### src/include/tsm_pkg.sv
/*
 * tsm_pkg: constants and carrier types of the timer status monitor.
 * Assumes a 32-bit APB slave on the system clock; the counting engine
 * shares that clock and drives the event and state inputs directly.
 */
// Notes on behaviour
// - raw register shows events before masking
// - write one clears raw and masked bit
// - bits 17,16 hold B1,B0 threshold faults
// - bits 6..3 hold B1,B0,A1,A0 matches
// - bit 2 holds triangle up-phase expiry
// - bit 0 holds expiry; others reserved
// - monitor read returns live counter value
// - all-zero monitor write zeroes the counter only while not counting
// - start at or past length restarts from zero
// - status bit 3 shows count direction
// - status bits 2..0 show skip counter
// - mask bit one blocks interrupt request
// - masked status is raw gated by mask
package tsm_pkg;

	// ----------------------------------------
	// register offsets (byte addresses)
	// ----------------------------------------
	localparam logic [7:0] OFS_EVENT_MASK = 8'h40;
	localparam logic [7:0] OFS_MASKED_STATUS = 8'h44;
	localparam logic [7:0] OFS_RAW_STATUS = 8'h48;
	localparam logic [7:0] OFS_COUNT_MONITOR = 8'h50;
	localparam logic [7:0] OFS_RUN_STATUS = 8'h5C;

	// ----------------------------------------
	// field positions
	// ----------------------------------------
	localparam int POS_B1_FAULT = 17;
	localparam int POS_B0_FAULT = 16;
	localparam int POS_B1_MATCH = 6;
	localparam int POS_B0_MATCH = 5;
	localparam int POS_A1_MATCH = 4;
	localparam int POS_A0_MATCH = 3;
	localparam int POS_UPPHASE = 2;
	localparam int POS_PERIOD = 0;
	localparam int POS_DIRECTION = 3;
	localparam int SKIP_W = 3;

	// implemented event bits; everything else reads zero
	localparam logic [31:0] EVENT_BITS = 32'h0003_007D;

	// ----------------------------------------
	// values after reset
	// ----------------------------------------
	localparam logic [31:0] RST_RAW = 32'h0000_0000;
	localparam logic [31:0] RST_MASK = 32'h0000_0000;
	localparam logic [31:0] RST_RDATA = 32'h0000_0000;
	localparam logic [31:0] MON_CLEAR_WORD = 32'h0000_0000;

	// ----------------------------------------
	// carriers
	// ----------------------------------------
	typedef struct packed {
		logic b1_fault;
		logic b0_fault;
		logic b1_match;
		logic b0_match;
		logic a1_match;
		logic a0_match;
		logic upphase_expire;
		logic period_expire;
	} tsm_events_t;

	typedef struct packed {
		logic count_direction;
		logic [SKIP_W-1:0] trigger_skip_count;
	} tsm_run_t;

endpackage

### src/tsm_status_monitor.sv
/*
 * tsm_status_monitor: raw and masked event status, event mask, count
 * monitor with zero request, and run status, behind an APB slave.
 * Assumes event inputs are one-cycle pulses and counter state comes
 * from the counting engine on the same clock; no synchronisers needed.
 */
`timescale 1ns/10ps
module tsm_status_monitor #(
	parameter int CNT_W = 16
) (
	input wire logic clk,
	input wire logic rst,
	input wire logic psel,
	input wire logic penable,
	input wire logic pwrite,
	input wire logic [7:0] paddr,
	input wire logic [31:0] pwdata,
	output logic [31:0] prdata,
	output logic pready,
	output logic pslverr,
	input wire tsm_pkg::tsm_events_t events,
	input wire tsm_pkg::tsm_run_t run_state,
	input wire logic counting,
	input wire logic [CNT_W-1:0] count_value,
	input wire logic [CNT_W-1:0] period_length,
	output logic counter_zero,
	output logic event_irq
);

	// ----------------------------------------
	// state
	// ----------------------------------------
	typedef struct packed {
		logic [31:0] raw;
		logic [31:0] mask;
		logic [31:0] rdata;
		logic slverr;
		logic zero_req;
		logic counting_d;
	} tsm_state_t;

	tsm_state_t st_r;
	tsm_state_t st_nxt;

	function automatic logic [31:0] tsm_event_word(input tsm_pkg::tsm_events_t ev);
		logic [31:0] w;
		w = 32'h0000_0000;
		w[tsm_pkg::POS_B1_FAULT] = ev.b1_fault;
		w[tsm_pkg::POS_B0_FAULT] = ev.b0_fault;
		w[tsm_pkg::POS_B1_MATCH] = ev.b1_match;
		w[tsm_pkg::POS_B0_MATCH] = ev.b0_match;
		w[tsm_pkg::POS_A1_MATCH] = ev.a1_match;
		w[tsm_pkg::POS_A0_MATCH] = ev.a0_match;
		w[tsm_pkg::POS_UPPHASE] = ev.upphase_expire;
		w[tsm_pkg::POS_PERIOD] = ev.period_expire;
		return w;
	endfunction

	function automatic logic tsm_known(input logic [7:0] a);
		return a == tsm_pkg::OFS_EVENT_MASK || a == tsm_pkg::OFS_MASKED_STATUS ||
			a == tsm_pkg::OFS_RAW_STATUS || a == tsm_pkg::OFS_COUNT_MONITOR ||
			a == tsm_pkg::OFS_RUN_STATUS;
	endfunction

	// ----------------------------------------
	// decode
	// ----------------------------------------
	logic setup;
	logic wr_access;
	logic [31:0] ev_word;
	logic [31:0] masked;
	logic [31:0] status_word;
	logic start_clamp;
	logic mon_write_ok;

	assign setup = psel && !penable;
	// pready is always high, so every access phase completes at once
	assign wr_access = psel && penable && pwrite;
	assign ev_word = tsm_event_word(events);
	assign masked = st_r.raw & ~st_r.mask & tsm_pkg::EVENT_BITS;
	assign status_word = 32'({run_state.count_direction, run_state.trigger_skip_count});
	assign start_clamp = counting && !st_r.counting_d && (count_value >= period_length);
	// a non-zero write or one while counting is forbidden; drop and flag it
	assign mon_write_ok = !counting && pwdata == tsm_pkg::MON_CLEAR_WORD;

	always_comb begin
		st_nxt = st_r;
		st_nxt.counting_d = counting;
		st_nxt.zero_req = start_clamp;
		// set wins over a simultaneous clear; mask never gates the set
		st_nxt.raw = (st_r.raw & ~((wr_access && (paddr == tsm_pkg::OFS_RAW_STATUS ||
			paddr == tsm_pkg::OFS_MASKED_STATUS)) ? pwdata : 32'h0000_0000)) |
			(ev_word & tsm_pkg::EVENT_BITS);
		if (wr_access && paddr == tsm_pkg::OFS_EVENT_MASK) begin
			st_nxt.mask = pwdata & tsm_pkg::EVENT_BITS;
		end
		if (wr_access && paddr == tsm_pkg::OFS_COUNT_MONITOR && mon_write_ok) begin
			st_nxt.zero_req = 1'b1;
		end
		if (setup) begin
			st_nxt.slverr = !tsm_known(paddr) ||
				(pwrite && paddr == tsm_pkg::OFS_COUNT_MONITOR && !mon_write_ok) ||
				(pwrite && paddr == tsm_pkg::OFS_RUN_STATUS);
			case (paddr)
				tsm_pkg::OFS_EVENT_MASK: begin
					st_nxt.rdata = st_r.mask;
				end
				tsm_pkg::OFS_MASKED_STATUS: begin
					st_nxt.rdata = masked;
				end
				tsm_pkg::OFS_RAW_STATUS: begin
					st_nxt.rdata = st_r.raw & tsm_pkg::EVENT_BITS;
				end
				tsm_pkg::OFS_COUNT_MONITOR: begin
					st_nxt.rdata = 32'(count_value);
				end
				tsm_pkg::OFS_RUN_STATUS: begin
					st_nxt.rdata = status_word;
				end
				default: begin
					st_nxt.rdata = 32'h0000_0000;
				end
			endcase
		end
	end

	always_ff @(posedge clk or posedge rst) begin
		if (rst) begin
			st_r <= '{raw: tsm_pkg::RST_RAW, mask: tsm_pkg::RST_MASK, rdata: tsm_pkg::RST_RDATA,
				slverr: 1'b0, zero_req: 1'b0, counting_d: 1'b0};
		end else begin
			st_r <= st_nxt;
		end
	end

	// ----------------------------------------
	// outputs
	// ----------------------------------------
	assign prdata = st_r.rdata;
	assign pready = 1'b1;
	assign pslverr = st_r.slverr && psel && penable;
	assign counter_zero = st_r.zero_req;
	assign event_irq = |masked;
endmodule // tsm_status_monitor

### config.mk
export PLATFORM = sky130hd
export DESIGN_NAME = tsm_status_monitor
export DESIGN_NICKNAME = d
export VERILOG_FILES = /design/src/include/tsm_pkg.sv /design/src/tsm_status_monitor.sv
export SDC_FILE = /design/constraint.sdc
export NUM_CORES = 1
export LEC_CHECK = 0
export BUFFER_PORTS_ARGS = -buffer_cell sky130_fd_sc_hd__buf_2
export CORE_ASPECT_RATIO = 0.75
export CORE_MARGIN = 2
export CORE_UTILIZATION = 40
export DETAILED_ROUTE_END_ITERATION = 12
export PLACE_DENSITY = 0.83
export SLEW_MARGIN = 5
export SYNTH_ARGS = -nofsm -noshare
export SYNTH_HDL_FRONTEND = slang
export SYNTH_SLANG_ARGS = --single-unit
### constraint.sdc
create_clock -name clk -period 1.2 [get_ports clk]
set_input_delay 0.3 -clock clk [delete_from_list [all_inputs] [get_ports clk]]
set_output_delay 0.3 -clock clk [all_outputs]
set_load 0.005 [all_outputs]
==> impl_metrics.env <==
export IMPL_status="finished, violations left"
export IMPL_violations="setup timing"
export IMPL_synth_top_cell_area_share=0.366
export IMPL_grt_max_degree=38
export IMPL_crit_type="reg -> out"
export IMPL_synthArstFlopShare=1.00
export IMPL_setup_viol=38
export IMPL_syn_inst=276
export IMPL_cts_root_buf="clkbuf_8"
export IMPL_yosys_register_bits=37
export IMPL_antenna_found_initial=0
export IMPL_maxCapViolCount=0
export IMPL_layout_nets=534
export IMPL_critPathRequiredTime_ns=0.90
export IMPL_finalNonFillerCells=510
export IMPL_yosys_cell_count_top_type="dfrtp_1"
export IMPL_drc_errors=0
export IMPL_grt_pass1_vias=2538
export IMPL_clock_sinks=37
export IMPL_rows=25
export IMPL_diodes=0
export IMPL_rsz0062_at_grt="yes"
export IMPL_gp_congestion=0.811
export IMPL_dr_pass1_iters=4
export IMPL_skew_ns=0.00856
export IMPL_muxShareOfSynthArea=0.0435
export IMPL_worst_setup_path_end_kind="output port"
export IMPL_cts_hold_buf=0
export IMPL_synth_ff_type="dfrtp_1"
export IMPL_yosys_top_cells_area="dfrtp_1, buf_4, ha_1"
export IMPL_hold_viol=0
export IMPL_wl_um=7200
export IMPL_yosysTopAreaCell="dfrtp_1"
export IMPL_cts_max_level=2
export IMPL_cp_start_kind="flip-flop"
export IMPL_die_w_um=95.8
export IMPL_ir_worst_vdd_mv=0.412
export IMPL_synth_cell_types=45
export IMPL_grt_usage=0.207
export IMPL_dpl_hpwl_um=5710
export IMPL_setup_slack_ns=-0.392
export IMPL_clk_pin_slew_ns=0.07
export IMPL_syn_cell_area_um2=2530
export IMPL_cts_buffers=5
export IMPL_p_per_area_nw_per_um2=750
export IMPL_synthSimpleGateAreaFrac=0.170
export IMPL_post_drt_via_cell_ratio=4.99
export IMPL_fp_dieArea_um2=6980
export IMPL_grt_overflow=0
export IMPL_synth_edf_count=0
export IMPL_start_util=0.408
export IMPL_critPathMaxFanout=2
export IMPL_power_leakage_nw=1.94
export IMPL_synth_xor_area_share=0
export IMPL_syn_to_final_growth_pct=44.7
export IMPL_synthTopCellsByCount="dfrtp_1, buf_4, nand2_1"
export IMPL_place_area_um2=3440
export IMPL_synth_fa_ha_area_frac=0.0791
export IMPL_max_freq_mhz=628
export IMPL_cts_tree="built"
export IMPL_period_share=1.33
export IMPL_dpl_cell_count=498
export IMPL_cts_buffer_depth=2
export IMPL_coreArea_um2=6190
export IMPL_syn_area_per_cell_um2=9.17
export IMPL_io_pins=126
export IMPL_clock_latency_ns=0.30
export IMPL_post_route_cells_drive_above_1_share=0.492
export IMPL_slew_violations=0
export IMPL_io_buffers=110
export IMPL_grt_pass1_wl_um=11200
export IMPL_synth_compound_area_frac=0.190
export IMPL_fin_crit_ns=1.59
export IMPL_first_iter_violations=135
export IMPL_drtAntennaViolNets=0
export IMPL_hold_class="in -> async"
export IMPL_ys_warnings_count=0
export IMPL_avgRoutedWirePerCell_um=14.1
export IMPL_final_area_um2=3660
export IMPL_arrival_ns=1.29
export IMPL_die_h_um=72.9
export IMPL_vias=2545
export IMPL_synth_top_family_by_area="compound AO/OA/AOI/OAI gates"
export IMPL_ys_seq_area_frac=0.366
## logic make-up (layout without fill, tap and decap cells)
group                      count (synthesis)  count (layout)
buffers and inverters                     64             204
AOI/OAI and AO/OA                         66              66
adders and majority gates                 16              16
DFF                                       37              37
muxes                                     10              10
other                                      2              15
and+or+nand+nor                           81              81
## through the flow
| step | utilization | TNS, ns | total power, mW | hold WS [ns] | setup WS [ns] |
|---|---|---|---|---|---|
| floorplan | - | -13.92 | 1.58 | 0.331 | -0.551 |
| global placement | 0.556 | -21.94 | 1.86 | 0.365 | -0.741 |
| detailed placement | 0.556 | -22.60 | 1.89 | 0.368 | -0.741 |
| CTS | 0.582 | -11.62 | 2.76 | 0.0447 | -0.480 |
| global route | 0.591 | -14.45 | 2.89 | 0.0557 | -0.478 |
| finish | 0.591 | -12.18 | 2.74 | 0.0379 | -0.392 |
## what timing repair did
item	CTS	global route
resized for setup	18	9
pin swaps	27	20
buffers inserted	2	3
setup endpoints to repair	38	38
## sequential cells by signal, summed over array words and instances, names as in the netlist
name,flops
prdata,18
st_r,18
counter_zero,1
## where the power goes
| group | internal [mW] | switching [mW] |
|---|---|---|
| sequential | 1.26 | 0.00638 |
| combinational | 0.317 | 0.302 |
| clock | 0.403 | 0.458 |
## worst max-delay path, stage by stage (launching register included)
cell,delay [ns]
dfrtp_1,0.39
inv_2,0.06
o22ai_2,0.07
a221oi_2,0.18
o2111ai_1,0.14
buf_2,0.15
## layer usage
| layer | up-vias | part of all wire | global-route usage | wire length (um) |
|---|---|---|---|---|
| met1 | 1184 | 0.44 | 0.264 | 3160 |
| met4 | 0 | 0.015 | 0.0635 | 110 |
| li1 | 1238 | - | - | - |
| met3 | 14 | 0.073 | 0.0444 | 525 |
| met5 | - | 0 | 0 | 0 |
| met2 | 109 | 0.47 | 0.353 | 3400 |
## cell type report
cell class	instances	area, um2
sequential	37	926
inverter	23	86.3
fill	557	2530
clock inverter	2	10.0
tap	81	101
timing repair buffer	173	1080
clock buffer	6	72.6
multi-input combinational	188	1380
## cell usage in the layout (no fill, tap or decap), drive strengths merged, types with 2 or more instances in the layout
cell and n:
buf 173, dfrtp 37, nand2 30, inv 23, ha 16, conb 15, o21ai 15, nor2 11
a22o 10, nor4 9, mux2 8, a21o 8, a21oi 8, nand3 6, clkbuf 6, a22oi 5
nor2b 5, nand4 4, nand2b 4, nor3 4, a221o 3, a32o 3, and3 3, a31oi 2
mux2i 2, o211ai 2, clkinv 2, a221oi 2
## final timing paths
kind | from | end | slack (ns) | cells after the start
max | st_r[83] | event_irq | -0.39 | 5
min | rst | st_r[2] | 0.04 | 3
max reg2reg | st_r[39] | prdata[4] | -0.07 | 6
min reg2reg | prdata[16] | prdata[16] | 0.48 | 2
max in group asynchronous | rst | prdata[4] | 0.96 | 3
min in group clk | counting | st_r[0] | 0.15 | 1
(Power assumes the default switching activity.)
